### config.mk
export PLATFORM = sky130hd
export DESIGN_NAME = qdd_top
export DESIGN_NICKNAME = d
export VERILOG_FILES = /design/src/hw/qdd_pkg.sv /design/src/hw/qdd_top.sv /design/src/hw/qdd_nco.sv /design/src/hw/qdd_decim.sv
export SDC_FILE = /design/constraint.sdc
export NUM_CORES = 2
export LEC_CHECK = 0
export BUFFER_PORTS_ARGS = -buffer_cell sky130_fd_sc_hd__clkbuf_2
export CORE_UTILIZATION = 33
export DETAILED_ROUTE_END_ITERATION = 16
export SETUP_SLACK_MARGIN = 0.05
export SKIP_LAST_GASP = 1
export SYNTH_ARGS = -nofsm -noshare
export SYNTH_HDL_FRONTEND = slang
export SYNTH_SLANG_ARGS = --single-unit
### constraint.sdc
create_clock -name CORE_CLK -period 35 [get_ports CORE_CLK]
set_clock_uncertainty 0.15 [all_clocks]
set_input_delay 3.5 -clock CORE_CLK [delete_from_list [all_inputs] [get_ports CORE_CLK]]
set_output_delay 3.5 -clock CORE_CLK [all_outputs]
set_load 0.005 [all_outputs]
### src/hw/qdd_pkg.sv
// Operation
// - Accept 5-bit oversampled real converter samples.
// - Coarse mixer on input, fine after stage one.
// - Coarse tuning 6 bits, fine tuning 8 bits.
// - Select code 1..4 gives factors 32,24,16,12.
// - Composite step is rate/3072 or rate/4096.
// - Compute both mixer words on a select, IF hi-byte or rate hi-byte write.
// - Coarse word is round(64 x IF/rate).
// - Fine word is round(M x residual), signed.
// - Coarse start phase on sync, 1/64 steps.
// - Fine start phase on sync, 1/1024 steps.
// - First stage decimates by 3 or 4.
// - Stages two and three each decimate by 2.
// - Fourth stage bypassed for 12 and 16.
// - All stages use symmetric linear-phase coefficients.
// - Converter to output latency is fixed.
package qdd_pkg;
   // Register offsets
   localparam logic [9:0] ADDR_RATE_LO = 10'h100;
   localparam logic [9:0] ADDR_RATE_HI = 10'h101;
   localparam logic [9:0] ADDR_IF_LO = 10'h102;
   localparam logic [9:0] ADDR_IF_HI = 10'h103;
   localparam logic [9:0] ADDR_DEC_SEL = 10'h140;
   localparam logic [9:0] ADDR_COARSE_FREQ = 10'h141;
   localparam logic [9:0] ADDR_FINE_FREQ = 10'h142;
   localparam logic [9:0] ADDR_COARSE_PHASE = 10'h143;
   localparam logic [9:0] ADDR_FINE_PHASE_LO = 10'h144;
   localparam logic [9:0] ADDR_FINE_PHASE_HI = 10'h145;
   localparam logic [9:0] ADDR_STATUS = 10'h146;
   // Reset values
   localparam logic [2:0] RST_DEC_SEL = 3'h1;
   localparam logic [15:0] RST_RATE = 16'h0c80;
   localparam logic [15:0] RST_IF = 16'h008c;
   // Decimation select codes
   localparam logic [2:0] SEL_DEC32 = 3'h1;
   localparam logic [2:0] SEL_DEC24 = 3'h2;
   localparam logic [2:0] SEL_DEC16 = 3'h3;
   localparam logic [2:0] SEL_DEC12 = 3'h4;
   // Stage factors
   localparam logic [2:0] FACTOR_THREE = 3'h3;
   localparam logic [2:0] FACTOR_FOUR = 3'h4;
   localparam logic [2:0] FACTOR_TWO = 3'h2;
   // Ratio fraction bits and divider steps
   localparam int RATIO_FRAC = 16;
   localparam logic [4:0] DIV_STEPS = 5'h10;
   // Internal data width and sync depth
   localparam int DATA_W = 20;
   localparam int SYNC_DEPTH = 3;
endpackage : qdd_pkg

### src/hw/qdd_top.sv
`timescale 1ns/10ps
// Quadrature downconverter and decimation chain
module qdd_top (
   input wire logic CORE_CLK,
   input wire logic RESET,
   input wire logic [4:0] ADC_DATA,
   input wire logic SYSREF,
   input wire logic [9:0] REG_ADDR,
   input wire logic [7:0] REG_WDATA,
   input wire logic REG_WR,
   output logic [7:0] REG_RDATA,
   output logic CALC_BUSY,
   output logic signed [15:0] OUT_I,
   output logic signed [15:0] OUT_Q,
   output logic OUT_VALID
);
   localparam int W = qdd_pkg::DATA_W;

   typedef enum logic [1:0] {ST_IDLE, ST_DIVIDE, ST_FINISH} qdd_calc_t;

   // Configuration registers
   logic [2:0] dec_sel_q;
   logic [15:0] rate_q;
   logic [15:0] if_q;
   logic [5:0] coarse_word_q;
   logic [7:0] fine_word_q;
   logic [5:0] coarse_phase_q;
   logic [9:0] fine_phase_q;
   logic [7:0] rdata_d;

   // Address decode
   logic wr_sel;
   logic wr_rate_lo;
   logic wr_rate_hi;
   logic wr_if_lo;
   logic wr_if_hi;
   logic wr_coarse;
   logic wr_fine;
   logic wr_cph;
   logic wr_fph_lo;
   logic wr_fph_hi;

   assign wr_sel = REG_WR && (REG_ADDR == qdd_pkg::ADDR_DEC_SEL);
   assign wr_rate_lo = REG_WR && (REG_ADDR == qdd_pkg::ADDR_RATE_LO);
   assign wr_rate_hi = REG_WR && (REG_ADDR == qdd_pkg::ADDR_RATE_HI);
   assign wr_if_lo = REG_WR && (REG_ADDR == qdd_pkg::ADDR_IF_LO);
   assign wr_if_hi = REG_WR && (REG_ADDR == qdd_pkg::ADDR_IF_HI);
   assign wr_coarse = REG_WR && (REG_ADDR == qdd_pkg::ADDR_COARSE_FREQ);
   assign wr_fine = REG_WR && (REG_ADDR == qdd_pkg::ADDR_FINE_FREQ);
   assign wr_cph = REG_WR && (REG_ADDR == qdd_pkg::ADDR_COARSE_PHASE);
   assign wr_fph_lo = REG_WR && (REG_ADDR == qdd_pkg::ADDR_FINE_PHASE_LO);
   assign wr_fph_hi = REG_WR && (REG_ADDR == qdd_pkg::ADDR_FINE_PHASE_HI);

   // Mode decode: stage one factor and fourth stage use
   logic div3;
   logic use_s4;
   logic [2:0] s1_factor;

   assign div3 = (dec_sel_q == qdd_pkg::SEL_DEC24) || (dec_sel_q == qdd_pkg::SEL_DEC12);
   assign use_s4 = (dec_sel_q == qdd_pkg::SEL_DEC32) || (dec_sel_q == qdd_pkg::SEL_DEC24);
   assign s1_factor = div3 ? qdd_pkg::FACTOR_THREE : qdd_pkg::FACTOR_FOUR;

   // Word calculator: ratio = IF / rate with 16 fraction bits
   qdd_calc_t state_q;
   logic [4:0] step_q;
   logic [16:0] rem_q;
   logic [15:0] quo_q;
   logic [15:0] num_q;
   logic [16:0] rem_shift;
   logic rem_ge;
   logic [6:0] coarse_full;
   logic [17:0] ratio_x3;
   logic [11:0] fine_4096;
   logic [11:0] fine_3072;
   logic [11:0] fine_calc;
   logic calc_start;
   logic [15:0] if_next;

   assign calc_start = wr_sel || wr_if_hi || wr_rate_hi;
   // IF as it stands after this edge, so a hi-byte write is used at once
   assign if_next = {(wr_if_hi ? REG_WDATA : if_q[15:8]), if_q[7:0]};
   assign rem_shift = {rem_q[15:0], num_q[15]};
   assign rem_ge = (rem_shift >= {1'b0, rate_q});
   // Round(64 x ratio), one extra bit so a carry to 64 is kept
   assign coarse_full = 7'((17'(quo_q) + 17'h00200) >> 10);
   assign ratio_x3 = 18'(quo_q) * 18'h3;
   // Round(M x ratio) minus coarse share, M = 4096 or 3072
   assign fine_4096 = 12'((17'(quo_q) + 17'h00008) >> 4) - 12'({coarse_full, 6'h00});
   assign fine_3072 = 12'((ratio_x3 + 18'h00020) >> 6) - 12'(coarse_full * 7'd48);
   assign fine_calc = div3 ? fine_3072 : fine_4096;

   // Sequential restoring divide, then load both words
   always_ff @(posedge CORE_CLK or posedge RESET) begin
      if (RESET) begin
         state_q <= ST_IDLE;
         step_q <= 5'h00;
         rem_q <= '0;
         quo_q <= '0;
         num_q <= '0;
      end else begin
         unique case (state_q)
            ST_IDLE: begin
               if (calc_start) begin
                  state_q <= ST_DIVIDE;
                  step_q <= 5'h00;
                  rem_q <= {1'b0, if_next};
                  num_q <= '0;
                  quo_q <= '0;
               end
            end
            ST_DIVIDE: begin
               rem_q <= rem_ge ? 17'(rem_shift - {1'b0, rate_q}) : rem_shift;
               quo_q <= {quo_q[14:0], rem_ge};
               num_q <= {num_q[14:0], 1'b0};
               step_q <= step_q + 5'h01;
               if (step_q == qdd_pkg::DIV_STEPS - 5'h01) begin
                  state_q <= ST_FINISH;
               end
            end
            ST_FINISH: begin
               state_q <= ST_IDLE;
            end
         endcase
      end
   end

   // Software registers; computed words override a same-cycle write
   always_ff @(posedge CORE_CLK or posedge RESET) begin
      if (RESET) begin
         dec_sel_q <= qdd_pkg::RST_DEC_SEL;
         rate_q <= qdd_pkg::RST_RATE;
         if_q <= qdd_pkg::RST_IF;
         coarse_word_q <= 6'h00;
         fine_word_q <= 8'h00;
         coarse_phase_q <= 6'h00;
         fine_phase_q <= 10'h000;
      end else begin
         if (wr_sel) dec_sel_q <= REG_WDATA[2:0];
         if (wr_rate_lo) rate_q[7:0] <= REG_WDATA;
         if (wr_rate_hi) rate_q[15:8] <= REG_WDATA;
         if (wr_if_lo) if_q[7:0] <= REG_WDATA;
         if (wr_if_hi) if_q[15:8] <= REG_WDATA;
         if (wr_cph) coarse_phase_q <= REG_WDATA[5:0];
         if (wr_fph_lo) fine_phase_q[7:0] <= REG_WDATA;
         if (wr_fph_hi) fine_phase_q[9:8] <= REG_WDATA[1:0];
         if (state_q == ST_FINISH) begin
            coarse_word_q <= coarse_full[5:0];
            fine_word_q <= fine_calc[7:0];
         end else begin
            if (wr_coarse) coarse_word_q <= REG_WDATA[5:0];
            if (wr_fine) fine_word_q <= REG_WDATA;
         end
      end
   end

   // Read mux, registered
   always_comb begin
      unique case (REG_ADDR)
         qdd_pkg::ADDR_RATE_LO: rdata_d = rate_q[7:0];
         qdd_pkg::ADDR_RATE_HI: rdata_d = rate_q[15:8];
         qdd_pkg::ADDR_IF_LO: rdata_d = if_q[7:0];
         qdd_pkg::ADDR_IF_HI: rdata_d = if_q[15:8];
         qdd_pkg::ADDR_DEC_SEL: rdata_d = {5'h00, dec_sel_q};
         qdd_pkg::ADDR_COARSE_FREQ: rdata_d = {2'h0, coarse_word_q};
         qdd_pkg::ADDR_FINE_FREQ: rdata_d = fine_word_q;
         qdd_pkg::ADDR_COARSE_PHASE: rdata_d = {2'h0, coarse_phase_q};
         qdd_pkg::ADDR_FINE_PHASE_LO: rdata_d = fine_phase_q[7:0];
         qdd_pkg::ADDR_FINE_PHASE_HI: rdata_d = {6'h00, fine_phase_q[9:8]};
         qdd_pkg::ADDR_STATUS: rdata_d = {7'h00, state_q != ST_IDLE};
         default: rdata_d = 8'h00;
      endcase
   end

   always_ff @(posedge CORE_CLK or posedge RESET) begin
      if (RESET) begin
         REG_RDATA <= 8'h00;
         CALC_BUSY <= 1'b0;
      end else begin
         REG_RDATA <= rdata_d;
         CALC_BUSY <= (state_q != ST_IDLE) || calc_start;
      end
   end

   // Sync pulse: three flops, edge once second and third agree high
   logic [qdd_pkg::SYNC_DEPTH-1:0] sync_q;
   logic sync_seen_q;
   logic sync_pulse;

   assign sync_pulse = sync_q[1] && sync_q[2] && !sync_seen_q;

   always_ff @(posedge CORE_CLK or posedge RESET) begin
      if (RESET) begin
         sync_q <= '0;
         sync_seen_q <= 1'b0;
      end else begin
         sync_q <= {sync_q[1:0], SYSREF};
         if (sync_q[1] == sync_q[2]) sync_seen_q <= sync_q[2];
      end
   end

   // Coarse mixer on every converter sample
   logic signed [7:0] c_cos;
   logic signed [7:0] c_sin;
   logic signed [4:0] adc_q;
   logic signed [W-1:0] coarse_frequency_word_i_q;
   logic signed [W-1:0] coarse_frequency_word_q_q;

   qdd_nco #(.PW(6)) u_coarse_nco (
      .clk(CORE_CLK),
      .rst(RESET),
      .step_en(1'b1),
      .inc(coarse_word_q),
      .load(sync_pulse),
      .init(coarse_phase_q),
      .cos_q(c_cos),
      .sin_q(c_sin)
   );

   always_ff @(posedge CORE_CLK or posedge RESET) begin
      if (RESET) begin
         adc_q <= 5'sh00;
         coarse_frequency_word_i_q <= '0;
         coarse_frequency_word_q_q <= '0;
      end else begin
         adc_q <= ADC_DATA;
         coarse_frequency_word_i_q <= W'(adc_q * c_cos);
         coarse_frequency_word_q_q <= W'(-(adc_q * c_sin));
      end
   end

   // Four decimating stages per rail, fine mixer after the first
   logic [3:0] sv;
   logic signed [W-1:0] si [4];
   logic signed [W-1:0] sq [4];
   logic signed [W-1:0] in_i [4];
   logic signed [W-1:0] in_q [4];
   logic in_v [4];
   logic signed [7:0] f_cos;
   logic signed [7:0] f_sin;
   logic signed [W-1:0] fine_frequency_word_i_q;
   logic signed [W-1:0] fine_frequency_word_q_q;
   logic fine_frequency_word_v_q;
   logic signed [W+8:0] f_i;
   logic signed [W+8:0] f_q;

   assign in_i[0] = coarse_frequency_word_i_q;
   assign in_q[0] = coarse_frequency_word_q_q;
   assign in_v[0] = 1'b1;
   assign in_i[1] = fine_frequency_word_i_q;
   assign in_q[1] = fine_frequency_word_q_q;
   assign in_v[1] = fine_frequency_word_v_q;
   assign in_i[2] = si[1];
   assign in_q[2] = sq[1];
   assign in_v[2] = sv[1];
   assign in_i[3] = si[2];
   assign in_q[3] = sq[2];
   assign in_v[3] = sv[2];

   // Fine step is fine/M of rate = fine/1024 per stage-one sample
   qdd_nco #(.PW(10)) u_fine_nco (
      .clk(CORE_CLK),
      .rst(RESET),
      .step_en(sv[0]),
      .inc({{2{fine_word_q[7]}}, fine_word_q}),
      .load(sync_pulse),
      .init(fine_phase_q),
      .cos_q(f_cos),
      .sin_q(f_sin)
   );

   // Rotate by minus the fine phase
   assign f_i = (W+9)'(si[0] * f_cos) + (W+9)'(sq[0] * f_sin);
   assign f_q = (W+9)'(sq[0] * f_cos) - (W+9)'(si[0] * f_sin);

   always_ff @(posedge CORE_CLK or posedge RESET) begin
      if (RESET) begin
         fine_frequency_word_i_q <= '0;
         fine_frequency_word_q_q <= '0;
         fine_frequency_word_v_q <= 1'b0;
      end else begin
         fine_frequency_word_v_q <= sv[0];
         if (sv[0]) begin
            fine_frequency_word_i_q <= f_i[W+6:7];
            fine_frequency_word_q_q <= f_q[W+6:7];
         end
      end
   end

   for (genvar s = 0; s < 4; s++) begin : g_stage
      logic [2:0] fac;
      assign fac = (s == 0) ? s1_factor : qdd_pkg::FACTOR_TWO;
      qdd_decim #(.W(W)) u_dec_i (
         .clk(CORE_CLK),
         .rst(RESET),
         .in_valid(in_v[s]),
         .in_data(in_i[s]),
         .factor(fac),
         .out_valid(sv[s]),
         .out_data(si[s])
      );
      qdd_decim #(.W(W)) u_dec_q (
         .clk(CORE_CLK),
         .rst(RESET),
         .in_valid(in_v[s]),
         .in_data(in_q[s]),
         .factor(fac),
         .out_valid(),
         .out_data(sq[s])
      );
   end

   // Output select: bypass fourth stage for 12 and 16
   logic out_v;
   logic signed [W-1:0] out_i;
   logic signed [W-1:0] out_q;

   assign out_v = use_s4 ? sv[3] : sv[2];
   assign out_i = use_s4 ? si[3] : si[2];
   assign out_q = use_s4 ? sq[3] : sq[2];

   // Fixed pipeline: no stall anywhere, so latency is constant
   always_ff @(posedge CORE_CLK or posedge RESET) begin
      if (RESET) begin
         OUT_I <= 16'sh0000;
         OUT_Q <= 16'sh0000;
         OUT_VALID <= 1'b0;
      end else begin
         OUT_VALID <= out_v;
         if (out_v) begin
            OUT_I <= out_i[W-1:W-16];
            OUT_Q <= out_q[W-1:W-16];
         end
      end
   end
endmodule : qdd_top

### src/hw/qdd_nco.sv
`timescale 1ns/10ps
// Phase accumulator with 16-point quadrature lookup
module qdd_nco #(
   parameter int PW = 6
) (
   input wire logic clk,
   input wire logic rst,
   input wire logic step_en,
   input wire logic [PW-1:0] inc,
   input wire logic load,
   input wire logic [PW-1:0] init,
   output logic signed [7:0] cos_q,
   output logic signed [7:0] sin_q
);
   logic [PW-1:0] phase_q;
   logic [3:0] idx;
   logic [3:0] idx_cos;

   // Sine table, quarter turn of 4 entries mirrored
   function automatic logic signed [7:0] sine(input logic [3:0] k);
      logic [1:0] q;
      logic signed [7:0] m;
      q = k[1:0];
      m = 8'sh00;
      unique case (k[3] ? (k[2] ? 2'(3'h4 - {1'b0, q}) : q) : (k[2] ? 2'(3'h4 - {1'b0, q}) : q))
         2'h0: m = k[2] ? 8'sh7f : 8'sh00;
         2'h1: m = 8'sh31;
         2'h2: m = 8'sh5a;
         2'h3: m = 8'sh75;
      endcase
      if (k[2] && q == 2'h0) begin
         m = 8'sh7f;
      end
      sine = k[3] ? -m : m;
   endfunction : sine

   assign idx = phase_q[PW-1 -: 4];
   assign idx_cos = idx + 4'h4;

   // Load start phase on sync, otherwise advance
   always_ff @(posedge clk or posedge rst) begin
      if (rst) begin
         phase_q <= '0;
         cos_q <= 8'sh00;
         sin_q <= 8'sh00;
      end else begin
         if (load) begin
            phase_q <= init;
         end else if (step_en) begin
            phase_q <= phase_q + inc;
         end
         cos_q <= sine(idx_cos);
         sin_q <= sine(idx);
      end
   end
endmodule : qdd_nco

### src/hw/qdd_decim.sv
`timescale 1ns/10ps
// Boxcar decimator: all-ones taps, symmetric and linear phase
module qdd_decim #(
   parameter int W = 20
) (
   input wire logic clk,
   input wire logic rst,
   input wire logic in_valid,
   input wire logic signed [W-1:0] in_data,
   input wire logic [2:0] factor,
   output logic out_valid,
   output logic signed [W-1:0] out_data
);
   logic signed [W+1:0] acc_q;
   logic [2:0] cnt_q;
   logic last;
   logic signed [W+1:0] sum;

   assign last = (cnt_q == factor - 3'h1);
   assign sum = acc_q + {{2{in_data[W-1]}}, in_data};

   // Accumulate factor samples, dump scaled sum
   always_ff @(posedge clk or posedge rst) begin
      if (rst) begin
         acc_q <= '0;
         cnt_q <= 3'h0;
         out_valid <= 1'b0;
         out_data <= '0;
      end else begin
         out_valid <= in_valid && last;
         if (in_valid) begin
            if (last) begin
               acc_q <= '0;
               cnt_q <= 3'h0;
               out_data <= (factor > qdd_pkg::FACTOR_TWO) ? sum[W+1:2] : sum[W:1];
            end else begin
               acc_q <= sum;
               cnt_q <= cnt_q + 3'h1;
            end
         end
      end
   end
endmodule : qdd_decim

# [Word level (Yosys, flattened, before mapping)]
# Cells that the tools add are included.
[totals] out_inout_bits=42 regBits=657 in_bits=27
[op_classes] n_mul=8 reduce_logical=47 eq_ne=40 add_sub_neg=39 n_lt_le_gt_ge=2 mux=63
[op_table] op="adder 22 bit" n=8
[op_table] op="2-to-1 mux 22 bit" n=8
[op_table] op="case mux 8 bit (4 select lines)" n=4
[op_table] op="== test 10 x 9 -> 1 bit (second input constant)" n=11
[op_table] op="multiplier 20 x 8 -> 27 bit" n=4
[op_table] op="2-to-1 mux 8 bit" n=12
[op_table] op="case mux 16 bit (2 select lines)" n=3
[op_table] op="case mux 8 bit (11 select lines)" n=1
[op_table] op="2-to-1 mux 20 bit" n=4
[op_table] op="2-to-1 mux 16 bit" n=3
[op_table] op="negator 8 bit" n=4
[op_table] op="2-to-1 mux 7 bit" n=4
[op_table] op="adder 27 bit" n=1
[op_table] op="2-to-1 mux 3 bit" n=9
[op_table] op="subtractor 27 bit" n=1
[op_table] op="multiplier 5 x 8 -> 13 bit" n=2
[op_table] op="adder 3 x 1 -> 3 bit (second input constant)" n=8
[op_table] op="== test 3 x 1 -> 1 bit (second input constant)" n=7
[op_table] op="2-to-1 mux 10 bit" n=2
[op_table] op="negator 13 -> 20 bit" n=1
[op_table] op="logical AND 1 bit" n=19
[op_table] op="== test 2 bit (second input constant)" n=9
[op_table] op="logical NOT 2 bit" n=9
[op_table] op="2-to-1 mux 6 bit" n=3
[op_table] op="31 further kinds" n=62

# [Logic depth before layout (Yosys ltp)]
[depth] ltp_word=8 ltp_mapped=27 mapped_depth_nobuf=25

# [Hierarchy]
# Synthesis repeated with hierarchy kept, for this count alone.
[unflattened] hier_cells=6774 area_unflattened_um2=62917.8
[modules_own_cells] module="qdd_top" instances=1 cells_each=3604 area_each_um2=35092.4
[modules_own_cells] module="qdd_decim (g_stage[0].u_dec_i ...)" instances=7 cells_each=354 area_each_um2=3075.4
[modules_own_cells] module="qdd_decim (g_stage[1].u_dec_q)" instances=1 cells_each=355 area_each_um2=3258.1
[modules_own_cells] module="qdd_nco (u_fine_nco)" instances=1 cells_each=192 area_each_um2=1716.6
[modules_own_cells] module="qdd_nco (u_coarse_nco)" instances=1 cells_each=145 area_each_um2=1322.5

# [Worst setup path after synthesis]
# No wires, ideal clock.
[synth_path] kind="register -> register" start="register u_fine_nco.cos_q[7]" end="register fine_frequency_word_q_q[19]" required_ns=34.725 slack_ns=28.518 arrival_time_ns=6.207 period_less_slack_ns=6.482 stages_incl_launch_ff=26 path_cell_list="dfrtp_1 > clkbuf_1 > inv_1 > clkbuf_1 > nor2_1 > fa_1 > inv_1 > fa_1 > fa_1 > inv_1 > fa_1 > fa_1 > inv_1 > fa_1 > inv_1 > ha_1 > a21o_1 > a21o_1 > a21oi_1 > o311ai_2 > o311ai_4 > nand2_2 > o41ai_4 > o21bai_1 > xnor2_1 > mux2_2"
[synth_between] elab_chain_cells=2
[synth_rtl] element="from (decl)" line="qdd_nco.sv:12" text="output logic signed [7:0] cos_q,"
[synth_rtl] element="from (signal assigned)" line="qdd_nco.sv:52" text="cos_q <= sine(idx_cos);"
[synth_rtl] element="multiplier 20 x 8 -> 27 bit" line="qdd_top.sv:273" text="assign f_q = (W+9)'(sq[0] * f_cos) - (W+9)'(si[0] * f_sin);"
[synth_rtl] element="subtractor 27 bit" line="qdd_top.sv:273"
[synth_rtl] element="to (signal assigned)" line="qdd_top.sv:284" text="fine_frequency_word_q_q <= f_q[W+6:7];"
[synth_rtl] element="to (decl)" line="qdd_top.sv:241" text="logic signed [W-1:0] fine_frequency_word_q_q;"
# No other way between the ends.
# A chain may end at the register's enable or synchronous reset.

# [Final worst setup path]
[layout_path] start="register u_fine_nco.sin_q[0]" end="register fine_frequency_word_q_q[19]"
[layout_between] elab_chain_cells=2
[layout_rtl] element="from (decl)" line="qdd_nco.sv:13" text="output logic signed [7:0] sin_q"
[layout_rtl] element="from (signal assigned)" line="qdd_nco.sv:53" text="sin_q <= sine(idx);"
[layout_rtl] element="multiplier 20 x 8 -> 27 bit" line="qdd_top.sv:273"
[layout_rtl] element="subtractor 27 bit" line="qdd_top.sv:273"
# No other way between the ends.

==> impl_metrics.env <==
export IMPL_cts_tree="built"
export IMPL_worstSetupEndpointType="register"
export IMPL_chipHeight_um=417
export IMPL_grt_total_usage_pct=15.6
export IMPL_cpMostUsedCell="fa_1"
export IMPL_min_period_ns=7.44
export IMPL_vias_per_cell=4.87
export IMPL_cts_buffers=72
export IMPL_cts_resized=0
export IMPL_crit_fanout=21
export IMPL_top_layer_used="met4"
export IMPL_clock_path_buffers=3
export IMPL_dp_final_hpwl_um=97700
export IMPL_synthDistinctLibCells=76
export IMPL_cts_clk_slew_worst_paths_ns=0.06
export IMPL_tightest_slew_ns=1.14
export IMPL_grt_overflow=0
export IMPL_die_area_um2=174000
export IMPL_drc=0
export IMPL_crit_chain="buf_4, and2_1, fa_1, inv_1, fa_1, fa_1, fa_1, fa_1, inv_1, fa_1, inv_1, ha_1, and3_1, a211o_1, o221ai_2, o311ai_2, o311ai_4, nand2_2, o41ai_4, o21bai_1, xnor2_1, mux2_2"
export IMPL_wl_met3_um=5060
export IMPL_wl_um=131000
export IMPL_ios=69
export IMPL_max_cap_viol_count=0
export IMPL_fin_nets=7059
export IMPL_coreArea_um2=170000
export IMPL_synth_edf_count=0
export IMPL_fillers=17148
export IMPL_dp_cells=8079
export IMPL_arrival_ns=7.86
export IMPL_async_reset_ff_share_pct=100
export IMPL_grt_pass1_wl_um=223000
export IMPL_max_freq_mhz=134
export IMPL_yosysTopAreaCell="dfrtp_1"
export IMPL_post_cts_buffers=0
export IMPL_clkSinkCount=627
export IMPL_rsz0062_at_grt="false"
export IMPL_start_util_pct=33.4
export IMPL_max_slew_margin_pct=23.9
export IMPL_yosysSeqAreaShare_pct=27.6
export IMPL_maxSlewViolCount=0
export IMPL_antenna_cells=0
export IMPL_synth_flop_cell="dfrtp_1"
export IMPL_synthesis_nets=7082
export IMPL_timing_final_crit_share_pct=21.3
export IMPL_antenna_found_initial=1
export IMPL_area_growth_pct=9.24
export IMPL_ctsHoldBuffers=0
export IMPL_status="finished, final reports clean"
export IMPL_wire_per_inst_um=15.9
export IMPL_avgSynthCellArea_um2=9.53
export IMPL_yosysTopAreaCellShare_pct=27.3
export IMPL_design_area_um2=62000
export IMPL_vias=39976
export IMPL_htreeDepth=3
export IMPL_place_congestion=0.861
export IMPL_finalNonFillerCells=8211
export IMPL_first_iter_violations=2101
export IMPL_slowest_stage="dfrtp_1"
export IMPL_finalHoldViolCount=0
export IMPL_dr_wl_met2_um=62700
export IMPL_finalSetupTns_ns=0
export IMPL_max_stage_delay_ns=0.92
export IMPL_path_class="reg2reg"
export IMPL_fin_hold_ws_ns=0.210
export IMPL_finalSetupViolCount=0
export IMPL_yosysWarnings=0
export IMPL_synth_area_leaders="dfrtp_1 27%, fa_1 23%, ha_1 10%"
export IMPL_firstDrtPassIters=5
export IMPL_wl_met1_um=59200
export IMPL_clk_latency_ns=0.69
export IMPL_drive_above_1_share_pct=6.22
export IMPL_place_area_um2=59500
export IMPL_grt_max_degree=127
export IMPL_rows=151
export IMPL_seqCellArea_um2=15700
export IMPL_hp_class="reg2reg"
export IMPL_multiInputGateArea_um2=36600
export IMPL_netlist_instances=5958
export IMPL_grt_pass1_vias=42488
export IMPL_cts_root_buf="clkbuf_16"
export IMPL_die_w_um=417
export IMPL_critPathLaunchType="register"
export IMPL_io_buffer_count=68
export IMPL_syn_cell_area_um2=56800
export IMPL_ant_nets=0
export IMPL_ys_ff_latch=627
export IMPL_required_ns=35.41
[stage by stage]
step                utilization [%]  worst slack (ns)
floorplan                         -             13.80
global placement               35.0             27.18
detailed placement             35.0             27.11
CTS                            36.5             27.58
global route                   36.5             27.19
finish                         36.5             27.56
[Yosys cell counts, drive strengths merged, types with 21 or more instances]
| master | instances |
|---|---|
| a211oi | 21 |
| a21o | 66 |
| a21oi | 178 |
| a22o | 21 |
| and2 | 327 |
| clkbuf | 220 |
| dfrtp | 620 |
| fa | 645 |
| ha | 452 |
| inv | 975 |
| mux2 | 86 |
| mux2i | 64 |
| nand2 | 686 |
| nand2b | 79 |
| nand3 | 56 |
| nor2 | 260 |
| nor2b | 31 |
| nor3 | 46 |
| o21a | 30 |
| o21ai | 345 |
| o21bai | 42 |
| o22ai | 125 |
| xnor2 | 209 |
| xor2 | 120 |
[sequential cells by signal, indices dropped and copies added (netlist names), 13 cells and up]
| name | cells |
|---|---|
| g_stage.u_dec_q.out_data | 76 |
| OUT_I | 16 |
| if_q | 16 |
| quo_q | 16 |
| fine_frequency_word_q_q | 20 |
| fine_frequency_word_i_q | 20 |
| coarse_frequency_word_q_q | 20 |
| rate_q | 16 |
| coarse_frequency_word_i_q | 13 |
| g_stage.u_dec_i.out_data | 76 |
| g_stage.u_dec_q.acc_q | 85 |
| OUT_Q | 16 |
| g_stage.u_dec_i.acc_q | 85 |
| rem_q | 16 |
[layout make-up]
cell class,count,area share [%]
Sequential cell,627,25.3
Timing Repair Buffer,128,1.27
Multi-Input combinational cell,4127,59.0
Inverter,979,5.94
Clock inverter,34,0.760
Tap cell,2218,4.47
Clock buffer,98,3.24
[logic make-up (layout without fill, tap and decap cells)]
group | count (synthesis) | after routing | share of synthesized area [%]
XOR/XNOR | 329 | 329 | 5.07
buffers and inverters | 1204 | 1239 | 7.96
AND/OR/NAND/NOR | 1562 | 1562 | 12.9
adder cells (fa/ha/maj) | 1097 | 1097 | 32.7
flip-flops | 627 | 627 | 27.6
AO/OA/AOI/OAI | 989 | 989 | 10.9
multiplexers | 150 | 150 | 2.83
[worst max-delay path, delay by kind of cell, from the launching register on]
kind	cells	cell delay, ns
xor+xnor	1	0.13
flops	1	0.92
buf+inv	4	0.59
fa+ha+maj	7	3.11
compound gates	6	1.61
simple gates	3	0.51
mux	1	0.27
[per-layer routing]
metal | global-route usage (%) | vias up
li1 | - | 19047
met1 | 20.7 | 20033
met2 | 26.5 | 681
met3 | 2.16 | 215
met4 | 4.67 | 0
met5 | 0 | -
[worst paths after layout]
check,to,slack (ns),cells past startpoint,startpoint
setup / recovery,fine_frequency_word_q_q[19]$_DFFE_PP0P_,27.56,22,u_fine_nco.sin_q[0]$_DFF_PP0_
hold / removal,sync_q[1]$_DFF_PP0_,0.21,0,sync_q[0]$_DFF_PP0_
setup reg to reg,fine_frequency_word_q_q[19]$_DFFE_PP0P_,27.56,22,u_fine_nco.sin_q[0]$_DFF_PP0_
hold reg to reg,sync_q[1]$_DFF_PP0_,0.21,0,sync_q[0]$_DFF_PP0_
max in group asynchronous,g_stage[0].u_dec_i.acc_q[5]$_DFF_PP0_,28.11,6,RESET
min in group asynchronous,g_stage[3].u_dec_i.out_data[18]$_DFFE_PP0P_,2.84,2,RESET
[cell usage in the layout (no fill, tap or decap), types with 60 or more instances in the layout]
master       n
buf_4       60
a21oi_1    177
nor2_1     259
and2_1     327
clkbuf_16   72
mux2_2      86
nand2b_1    79
a21o_1      66
nand2_1    685
o21ai_0    339
fa_1       645
dfrtp_1    618
mux2i_1     63
clkbuf_2    68
ha_1       452
xor2_1     120
xnor2_1    209
o22ai_1    125
inv_1      974
Power is not shown: default switching activity piles up to over one toggle a cycle in this logic, so the estimate is an artifact.
